[src/liu_status_pkg.sv]
// Package for the per-channel line status block: offsets, field positions, resets, types.
// Assumes a 32-bit AXI4-Lite register bus with word-aligned registers.
package liu_status_pkg;
    // Register byte addresses
    localparam logic [7:0] ADDR_CHANGE_FLAGS = 8'h00;
    localparam logic [7:0] ADDR_ATTENUATION = 8'h04;
    localparam logic [7:0] ADDR_IRQ_MASK = 8'h08;
    localparam logic [7:0] ADDR_CONTROL = 8'h0C;
    localparam logic [7:0] ADDR_LIVE = 8'h10;
    // Field positions in the change flags register
    localparam int BIT_QUASI = 0;
    localparam int BIT_LOSS = 1;
    localparam int BIT_ALARM = 2;
    // Control register bits
    localparam int BIT_SINGLE_RAIL = 0;
    localparam int BIT_EXT_LOSS = 1;
    localparam int BIT_SYNC_MODE = 2;
    // Values after reset
    localparam logic [2:0] RESET_FLAGS = 3'h0;
    localparam logic [2:0] RESET_MASK = 3'h0;
    localparam logic [2:0] RESET_CONTROL = 3'h0;
    localparam logic [5:0] RESET_ATTENUATION = 6'h00;
    // Digital loss detection interval when the external option is on, in bits
    localparam int LOSS_INTERVAL_EXT_BITS = 4096;
    localparam logic [1:0] RESP_OKAY = 2'b00;
    localparam logic [1:0] RESP_SLVERR = 2'b10;

    typedef struct packed {
        logic alarm_ind_detected;
        logic rx_signal_loss;
        logic quasi_pattern_detected;
    } line_cond_t;

    typedef struct packed {
        logic rx_sync_interface_mode;
        logic external_signal_loss_option;
        logic single_rail;
    } line_ctrl_t;
endpackage

[src/liu_channel_status.sv]
// Per-channel line interface status: change flags with clear-on-read, attenuation word,
// interrupt mask and output. Assumes line conditions are synchronous to clk.
module liu_channel_status (
    input wire logic clk, // 125 MHz clock
    input wire logic resetn, // Async reset, active low
    input wire liu_status_pkg::line_cond_t line_cond, // Live receive conditions
    input wire logic [5:0] eq_setting, // Receive equalizer setting
    input wire logic [31:0] s_axi_awaddr, // Write address
    input wire logic s_axi_awvalid, // Write address valid
    output logic s_axi_awready, // Write address ready
    input wire logic [31:0] s_axi_wdata, // Write data
    input wire logic [3:0] s_axi_wstrb, // Write strobes
    input wire logic s_axi_wvalid, // Write data valid
    output logic s_axi_wready, // Write data ready
    output logic [1:0] s_axi_bresp, // Write response
    output logic s_axi_bvalid, // Write response valid
    input wire logic s_axi_bready, // Write response ready
    input wire logic [31:0] s_axi_araddr, // Read address
    input wire logic s_axi_arvalid, // Read address valid
    output logic s_axi_arready, // Read address ready
    output logic [31:0] s_axi_rdata, // Read data
    output logic [1:0] s_axi_rresp, // Read response
    output logic s_axi_rvalid, // Read data valid
    input wire logic s_axi_rready, // Read data ready
    output logic irq, // Level interrupt, high
    output logic [12:0] loss_interval_bits // Active loss detection interval, 0 = internal
);
    import liu_status_pkg::*;

    // ==========================================
    // Address map decoding, shared by the write and read paths

    // Byte address of the addressed word; the low bits never pick a byte lane
    function automatic logic [7:0] word_addr(input logic [31:0] addr);
        return {addr[7:2], 2'b00};
    endfunction

    // Registers that answer a read with OKAY
    function automatic logic readable(input logic [7:0] addr);
        return addr == ADDR_CHANGE_FLAGS || addr == ADDR_ATTENUATION
            || addr == ADDR_IRQ_MASK || addr == ADDR_CONTROL
            || addr == ADDR_LIVE;
    endfunction

    // Registers that answer a write with OKAY; read-only ones drop the data
    function automatic logic writable(input logic [7:0] addr);
        return addr == ADDR_CHANGE_FLAGS || addr == ADDR_ATTENUATION
            || addr == ADDR_IRQ_MASK || addr == ADDR_CONTROL;
    endfunction

    // Byte lane 0 carries every implemented bit of a writable register
    function automatic logic lane0_write(input logic go, input logic [7:0] addr,
        input logic [7:0] target, input logic [3:0] strb);
        return go && addr == target && strb[0];
    endfunction

    // ==========================================
    // Reset release
    logic rst_q1;
    logic rst_n;
    always_ff @(posedge clk or negedge resetn) begin
        if (!resetn) begin
            rst_q1 <= 1'b0;
            rst_n <= 1'b0;
        end else begin
            rst_q1 <= 1'b1;
            rst_n <= rst_q1;
        end
    end

    // ==========================================
    // Write channel: take address and data in either order
    logic aw_held;
    logic w_held;
    logic [7:0] aw_addr;
    logic [31:0] w_data;
    logic [3:0] w_strb;
    logic [2:0] mask;
    line_ctrl_t ctrl;
    wire aw_take = s_axi_awvalid && s_axi_awready;
    wire w_take = s_axi_wvalid && s_axi_wready;
    wire wr_go = aw_held && w_held && !s_axi_bvalid;
    wire wr_mask = lane0_write(wr_go, aw_addr, ADDR_IRQ_MASK, w_strb);
    wire wr_ctrl = lane0_write(wr_go, aw_addr, ADDR_CONTROL, w_strb);
    // Attenuation and flags are read-only; writes there are accepted and ignored
    wire wr_known = writable(aw_addr);

    always_ff @(posedge clk or negedge rst_n) begin
        if (!rst_n) begin
            aw_held <= 1'b0;
            w_held <= 1'b0;
            aw_addr <= 8'h00;
            w_data <= 32'h0000_0000;
            w_strb <= 4'h0;
        end else begin
            if (aw_take) begin
                aw_held <= 1'b1;
                aw_addr <= word_addr(s_axi_awaddr);
            end else if (wr_go) begin
                aw_held <= 1'b0;
            end
            if (w_take) begin
                w_held <= 1'b1;
                w_data <= s_axi_wdata;
                w_strb <= s_axi_wstrb;
            end else if (wr_go) begin
                w_held <= 1'b0;
            end
        end
    end

    always_ff @(posedge clk or negedge rst_n) begin
        if (!rst_n) begin
            s_axi_bvalid <= 1'b0;
            s_axi_bresp <= RESP_OKAY;
        end else if (wr_go) begin
            s_axi_bvalid <= 1'b1;
            s_axi_bresp <= wr_known ? RESP_OKAY : RESP_SLVERR;
        end else if (s_axi_bvalid && s_axi_bready) begin
            s_axi_bvalid <= 1'b0;
        end
    end

    always_ff @(posedge clk or negedge rst_n) begin
        if (!rst_n) begin
            s_axi_awready <= 1'b0;
            s_axi_wready <= 1'b0;
        end else begin
            s_axi_awready <= !aw_held && !aw_take && !wr_go;
            s_axi_wready <= !w_held && !w_take && !wr_go;
        end
    end

    always_ff @(posedge clk or negedge rst_n) begin
        if (!rst_n) begin
            mask <= RESET_MASK;
            ctrl <= RESET_CONTROL;
        end else begin
            if (wr_mask) begin
                mask <= w_data[2:0];
            end
            if (wr_ctrl) begin
                ctrl <= w_data[2:0];
            end
        end
    end

    // ==========================================
    // Change detection and sticky flags
    line_cond_t cond_prev;
    logic [2:0] flags;
    logic [5:0] attenuation_word;
    wire active = ctrl.single_rail;
    wire [2:0] cond_now = {line_cond.alarm_ind_detected, line_cond.rx_signal_loss,
        line_cond.quasi_pattern_detected};
    wire [2:0] changed = active ? (cond_now ^ cond_prev) : 3'h0;
    wire rd_take = s_axi_arvalid && s_axi_arready;
    wire [7:0] rd_addr = word_addr(s_axi_araddr);
    wire rd_flags = rd_take && rd_addr == ADDR_CHANGE_FLAGS;
    wire alarm_ind_change_flag = flags[BIT_ALARM];
    wire rx_signal_loss_change_flag = flags[BIT_LOSS];
    wire quasi_pattern_change_flag = flags[BIT_QUASI];
    logic [2:0] next_flags;

    // Previous sample of the live conditions, the reference for change detection
    always_ff @(posedge clk or negedge rst_n) begin
        if (!rst_n) begin
            cond_prev <= 3'h0;
        end else begin
            cond_prev <= line_cond;
        end
    end

    // One sticky flag per condition; each is cleared by a read of the flags word
    generate
        for (genvar i = 0; i < 3; i++) begin : g_flag
            // Set wins over the clear of a same-cycle read, so no change is lost
            assign next_flags[i] = (flags[i] && !rd_flags) || changed[i];
            always_ff @(posedge clk or negedge rst_n) begin
                if (!rst_n) begin
                    flags[i] <= RESET_FLAGS[i];
                end else begin
                    flags[i] <= next_flags[i];
                end
            end
        end
    endgenerate

    always_ff @(posedge clk or negedge rst_n) begin
        if (!rst_n) begin
            attenuation_word <= RESET_ATTENUATION;
        end else begin
            attenuation_word <= eq_setting;
        end
    end

    // ==========================================
    // Read channel
    // Register words as seen by a read; unused upper bits are zero
    wire [31:0] flags_word = {29'h0000_0000, alarm_ind_change_flag,
        rx_signal_loss_change_flag, quasi_pattern_change_flag};
    wire [31:0] atten_word = {26'h000_0000, attenuation_word};
    wire [31:0] mask_word = {29'h0000_0000, mask};
    wire [31:0] ctrl_word = {29'h0000_0000, ctrl};
    wire [31:0] live_word = {29'h0000_0000, cond_prev};

    // Word selects of the read address
    wire sel_flags = rd_addr == ADDR_CHANGE_FLAGS;
    wire sel_atten = rd_addr == ADDR_ATTENUATION;
    wire sel_mask = rd_addr == ADDR_IRQ_MASK;
    wire sel_ctrl = rd_addr == ADDR_CONTROL;
    wire sel_live = rd_addr == ADDR_LIVE;

    // Unmapped addresses read as zero
    wire [31:0] rd_value = sel_flags ? flags_word :
        sel_atten ? atten_word :
        sel_mask ? mask_word :
        sel_ctrl ? ctrl_word :
        sel_live ? live_word : 32'h0000_0000;
    wire rd_known = readable(rd_addr);

    always_ff @(posedge clk or negedge rst_n) begin
        if (!rst_n) begin
            s_axi_arready <= 1'b0;
            s_axi_rvalid <= 1'b0;
            s_axi_rdata <= 32'h0000_0000;
            s_axi_rresp <= RESP_OKAY;
        end else begin
            s_axi_arready <= !s_axi_rvalid && !rd_take;
            if (rd_take) begin
                s_axi_rvalid <= 1'b1;
                s_axi_rdata <= rd_value;
                s_axi_rresp <= rd_known ? RESP_OKAY : RESP_SLVERR;
            end else if (s_axi_rvalid && s_axi_rready) begin
                s_axi_rvalid <= 1'b0;
            end
        end
    end

    // ==========================================
    // Interrupt and loss interval
    wire [12:0] ext_interval = 13'(LOSS_INTERVAL_EXT_BITS);
    // Pending events allowed through the mask, taken from the next flag state
    // so the interrupt follows the flags without an extra cycle of lag
    wire [2:0] pending = next_flags & mask;
    wire next_irq = active && |pending;
    wire [12:0] next_interval = ctrl.external_signal_loss_option ? ext_interval : 13'h0000;
    always_ff @(posedge clk or negedge rst_n) begin
        if (!rst_n) begin
            irq <= 1'b0;
            loss_interval_bits <= 13'h0000;
        end else begin
            irq <= next_irq;
            loss_interval_bits <= next_interval;
        end
    end
endmodule

[config.mk]
export PLATFORM = sky130hd
export DESIGN_NAME = liu_channel_status
export DESIGN_NICKNAME = d
export VERILOG_FILES = /design/src/liu_status_pkg.sv /design/src/liu_channel_status.sv
export SDC_FILE = /design/constraint.sdc
export NUM_CORES = 1
export LEC_CHECK = 0
export ABC_AREA = 1
export BUFFER_PORTS_ARGS = -buffer_cell sky130_fd_sc_hd__buf_4
export CAP_MARGIN = 0
export CORE_UTILIZATION = 39
export DETAILED_ROUTE_END_ITERATION = 10
export PLACE_DENSITY = 0.8
export SLEW_MARGIN = 30
export SYNTH_ARGS = -nofsm -noshare
export SYNTH_HDL_FRONTEND = slang
export SYNTH_SLANG_ARGS = --single-unit
[constraint.sdc]
create_clock -name clk -period 1.9 [get_ports clk]
set_input_delay 0.095 -clock clk [delete_from_list [all_inputs] [get_ports clk]]
set_output_delay 0.095 -clock clk [all_outputs]
set_load 0.01 [all_outputs]
After elaboration in Yosys (flattened, before gate mapping)
Cells that the tools add are included.
Word-level totals
  flip-flop bits (word level): 87
  latch bits: 0
  memory bits (writable): 0
  ROM bits: 0
  input bits: 116
  output and inout bits: 55
  logic and storage cells: 100
  memories kept: 0
Cells by class
  $add $sub $neg: 0
  multiply operators: 0
  divide/modulo/power cells: 0
  order comparisons: 0
  eq/ne operators: 7
  shifts and indexed selects: 0
  multiplexer cells: 16
  bitwise operators: 2
  reduce and logical (&&, ||, !) cells: 47
Operators by type and width (number)
  $eq A6 B2 Y1 const B: 4
  $logic_and A1 B1 Y1: 21
  $logic_not A8 Y1: 2
  $mux W13: 1
  $eq A6 B1 Y1 const B: 2
  $mux W3: 4
  $mux W6: 2
  $logic_or A1 B1 Y1: 10
  $logic_not A1 Y1: 9
  $reduce_bool A2 Y1: 4
  $mux W1: 7
  $eq A6 B3 Y1 const B: 1
  $mux W2: 2
  $and A3 B3 Y3: 1
  $reduce_or A3 Y1: 1
  $xor A3 B3 Y3: 1

Logic depth before layout (Yosys ltp)
  depth after elaboration: 8
  gate-level depth with buffers: 9
  depth with buffers taken out: 9

Worst setup path before layout
Ideal clock, no wire load.
  path kind: reg-to-reg
  start: register s_axi_bvalid
  end: register mask[0]
  data arrival time: 1.022 ns
  data required time: 1.779 ns
  slack: 0.757 ns
  cell stages (with the launch flop): 7
  cell sequence: dfrtp_1 -> inv_1 -> nand3_2 -> nor2_4 -> nand4_2 -> nand2_1 -> o21ai_1
Between the ends
  cells in the longest elaborated chain, start to end: 4
Ends and longest elaborated chain
  start, declared: line liu_channel_status.sv:16  | output logic s_axi_bvalid,
  start signal, assigned: line liu_channel_status.sv:114  | s_axi_bvalid <= 1'b0;
  start signal, assigned: line liu_channel_status.sv:117  | s_axi_bvalid <= 1'b1;
  start signal, assigned: line liu_channel_status.sv:120  | s_axi_bvalid <= 1'b0;
  $logic_not A1 Y1: line liu_channel_status.sv:82  | wire wr_go = aw_held && w_held && !s_axi_bvalid;
  $logic_and A1 B1 Y1: line liu_channel_status.sv:82
  $logic_and A1 B1 Y1 (2 in series): line liu_channel_status.sv:54  | return go && addr == target && strb[0];
  end signal, assigned: line liu_channel_status.sv:140  | mask <= w_data[2:0];
  end, declared: line liu_channel_status.sv:78  | logic [2:0] mask;
No other way between the ends.
A chain may end at the register's enable or synchronous reset.

Worst setup path after layout
  start: register s_axi_arready
  end: register irq
Between the ends
  cells in the longest elaborated chain, start to end: 8
Ends and longest elaborated chain
  start, declared: line liu_channel_status.sv:20  | output logic s_axi_arready,
  start signal, assigned: line liu_channel_status.sv:229  | s_axi_arready <= !s_axi_rvalid && !rd_take;
  $logic_and A1 B1 Y1: line liu_channel_status.sv:157  | wire rd_take = s_axi_arvalid && s_axi_arready;
  $logic_and A1 B1 Y1: line liu_channel_status.sv:159  | wire rd_flags = rd_take && rd_addr == ADDR_CHANGE_FLAGS;
  $logic_not A1 Y1: line liu_channel_status.sv:178  | assign next_flags[i] = (flags[i] && !rd_flags) || changed[i];
  $logic_and A1 B1 Y1: line liu_channel_status.sv:178
  $logic_or A1 B1 Y1: line liu_channel_status.sv:178
  via next_flags[0]: line liu_channel_status.sv:163  | logic [2:0] next_flags;
  $and A3 B3 Y3: line liu_channel_status.sv:245  | wire [2:0] pending = next_flags & mask;
  $reduce_or A3 Y1: line liu_channel_status.sv:246  | wire next_irq = active && |pending;
  $logic_and A1 B1 Y1: line liu_channel_status.sv:246
  via next_irq: line liu_channel_status.sv:246
  end signal, assigned: line liu_channel_status.sv:253  | irq <= next_irq;
  end, declared: line liu_channel_status.sv:25  | output logic irq,
The timed path passes the listed nets, and every way through them passes these cells.

==> reports/qor.yml <==
run_status:
  status: "finished, final reports clean"
setup_path:
  critPathSlowestCell: "dfrtp_1"
  rrSetupSlack_ns: 0.65
  path_class: "reg2reg"
  rr_endpoint: "irq$_DFF_PN0_"
  path_max_fanout: 9
  cp.required_ns: 2.10
  cp-end-kind: "flop"
  critical_path.cell_chain: "nand2_2, inv_1, nand4_2, nand2_1, nand2_1, nand2_1, nand3_1, nand2_1, inv_1"
  reg2reg_from: "s_axi_arready$_DFF_PN0_"
  cpPeakStageDelay_ns: 0.36
  cpMostUsedCell: "nand2_1"
  r2r_cells: 9
  cp_data_arrival_time_ns: 1.45
  cp-start-kind: "flop"
sta:
  min_period_ns: 1.249
  finalSetupTns_ns: 0
  period_share: 0.6572
  rsz0062_at_grt: "false"
  hold_violations: 0
  clock_skew_ns: 0.003514
  fmax_mhz: 800.8
  report.final.slew_viol_count: 0
  setup_viol: 0
synthesis:
  yosysTopAreaCellShare: 0.5449
  yosysWarnings: 0
  synth.most_common_cell: "dfrtp_1"
  synthCells: 214
  synth_common_cells: "dfrtp_1, buf_4, nand2_1"
  yosysTopAreaCell: "dfrtp_1"
  synth.area.top_cells: "dfrtp_1, buf_4, nand2_1"
  synth_ff_type: "dfrtp_1"
  ys_async_sr_fraction: 1.000
  synth_edf_count: 0
  synth.distinct_cells: 22
  synthesis.area_um2: 2158
  syn_area_per_cell_um2: 10.09
  ys_ff_latch: 47
  ys_seq_area_frac: 0.5449
route:
  num_vias: 1537
  drt-total-wl_um: 3845
  drt-pass1-iter-count: 4
  ant_nets: 0
  drtIter0Drc: 79
  viasPerCell: 4.354
  wire_per_inst_um: 10.89
  drc: 0
min_path:
  hold_start: "s_axi_awaddr[6]"
  holdPathStages: 2
  hold_class: "in2reg"
  hold_path_end: "aw_addr[6]$_DFFE_PN0P_"
global_route:
  overflow: 0
  grt_pass1_vias: 1416
  grt_max_degree: 20
  track_usage: 0.1372
  grt_first_pass_wirelength_um: 6251
  antenna_found_initial: 0
clocking:
  cts_sinks: 47
  htree_num_levels: 2
  clockRootBuffer: "clkbuf_8"
  cts_buffer_depth: 2
  cts_tree: "yes"
  clk_pin_slew_ns: 0.09
  cts_resized: 0
  numCtsBuffers: 5
  clkLatencyLatePin_ns: 0.30
power:
  p_leak_nw: 1.430
  ir_drop_mv: 0.8016
  power.total_mw: 2.944
  power_density_nw_per_um2: 1084
final_layout:
  area_growth_pct: 25.80
  final_cell_area_um2: 2715
  final_core_util: 0.5216
  antenna_cells: 0
  drive_above_1_share: 0.2615
  layout.nets: 398
placement:
  io_buffer_count: 46
  post_dp_cell_area_um2: 2454
  gp_congestion: 0.7852
  place_hpwl_um: 2958
floorplanning:
  fp.dieW_um: 76.39
  core-area_um2: 5205
  io_pins: 171
  num_rows: 26
  dieArea_um2: 5835
  die_y_um: 76.39
  start_util: 0.4147
flow_run:
  cap_violations: 0
## placed cells by master, fill, tap and decap left out
| master | Yosys | final |
|---|---|---|
| buf_4 | 40 | 48 |
| dfrtp_1 | 47 | 46 |
| conb_1 | 2 | 41 |
| nand2_1 | 37 | 37 |
| inv_1 | 19 | 19 |
| dlygate4sd3_1 | 0 | 14 |
| a21oi_1 | 11 | 11 |
| o21ai_0 | 9 | 9 |
| nor2_1 | 9 | 9 |
| o21ai_1 | 6 | 6 |
| mux2_2 | 6 | 6 |
| clkbuf_8 | 0 | 6 |
| nand3_1 | 5 | 5 |
| a22o_1 | 4 | 4 |
| nor2_4 | 3 | 3 |
| nor2_2 | 3 | 3 |
| a21o_1 | 3 | 3 |
| nand4_2 | 2 | 2 |
| nand4_1 | 2 | 2 |
| a22oi_1 | 2 | 2 |
| nand2_2 | 1 | 1 |
| nand3_2 | 1 | 1 |
| nand4_4 | 1 | 1 |
| o211ai_1 | 1 | 1 |
| inv_6 | 0 | 1 |
| bufinv_16 | 0 | 1 |
| dfrtp_2 | 0 | 1 |
## power by group
| part | switching (mW) | internal, mW |
|---|---|---|
| logic | 0.375 | 0.339 |
| registers | 0.197 | 1.28 |
| clock network | 0.325 | 0.432 |
## metal layers
layer | up-vias | share of wire | global-route usage
li1 | 747 | - | -
met1 | 713 | 0.40 | 0.1539
met2 | 70 | 0.51 | 0.2342
met3 | 7 | 0.066 | 0.04551
met4 | 0 | 0.025 | 0.06538
met5 | - | 0 | 0
## area by class of cell
class                           count  area, µm²
Timing Repair Buffer               62      500.5
Inverter                           19      71.32
Multi-Input combinational cell    147      757.0
Fill cell                         495       2490
Clock buffer                        6      82.58
Clock inverter                      2      38.79
Sequential cell                    47       1177
Tap cell                           70      87.58
## worst max-delay path: cells and delay by family (launching register included)
| family | cells | cell delay, ns |
|---|---|---|
| buffers and inverters | 2 | 0.17 |
| DFF | 1 | 0.36 |
| and+or+nand+nor | 7 | 0.63 |
## kinds of logic (layout without fill, tap and decap cells)
logic type             Yosys count  in the layout  share of synthesized area
AOI/OAI and AO/OA               36             36                    0.09739
other                            2             41                   0.003480
and+or+nand+nor                 64             64                     0.1507
buffers and inverters           59             89                     0.1722
muxes                            6              6                    0.03130
DFF                             47             47                     0.5449
## worst max path at each step
stage | start | slack (ns) | end
2_1_floorplan | rst_n$_DFF_PN0_ | 0.49 | active$_DFFE_PN0P_
3_3_place_gp | s_axi_arready$_DFF_PN0_ | 0.67 | irq$_DFF_PN0_
3_5_place_dp | s_axi_arready$_DFF_PN0_ | 0.65 | irq$_DFF_PN0_
4_1_cts | s_axi_arready$_DFF_PN0_ | 0.64 | irq$_DFF_PN0_
5_1_grt | s_axi_arready$_DFF_PN0_ | 0.51 | irq$_DFF_PN0_
6_report | s_axi_arready$_DFF_PN0_ | 0.65 | irq$_DFF_PN0_
## metrics by stage
step | worst slack [ns] | std cells | hold WS, ns
after floorplan | 0.4950 | 253 | -0.2006
after CTS | 0.6401 | 353 | 0.01082
after global placement | 0.6748 | 331 | -0.1213
final | 0.6513 | 353 | 0.02318
after global routing | 0.5081 | 353 | 0.01178
after detailed placement | 0.6500 | 331 | -0.1208
## sequential cells by signal (all words and copies together) (netlist names), 2 cells and up
signal,count
ctrl,2
s_axi_rdata,6
aw_addr,6
w_data,3
cond_prev,3
mask,3
attenuation_word,6
## repair_timing
| action | CTS | global route |
|---|---|---|
| hold buffers | 14 | 0 |
| buffers inserted | 0 | 0 |
| hold endpoints to repair | 15 | 0 |
No activity file was read; power rests on OpenSTA's default activity.
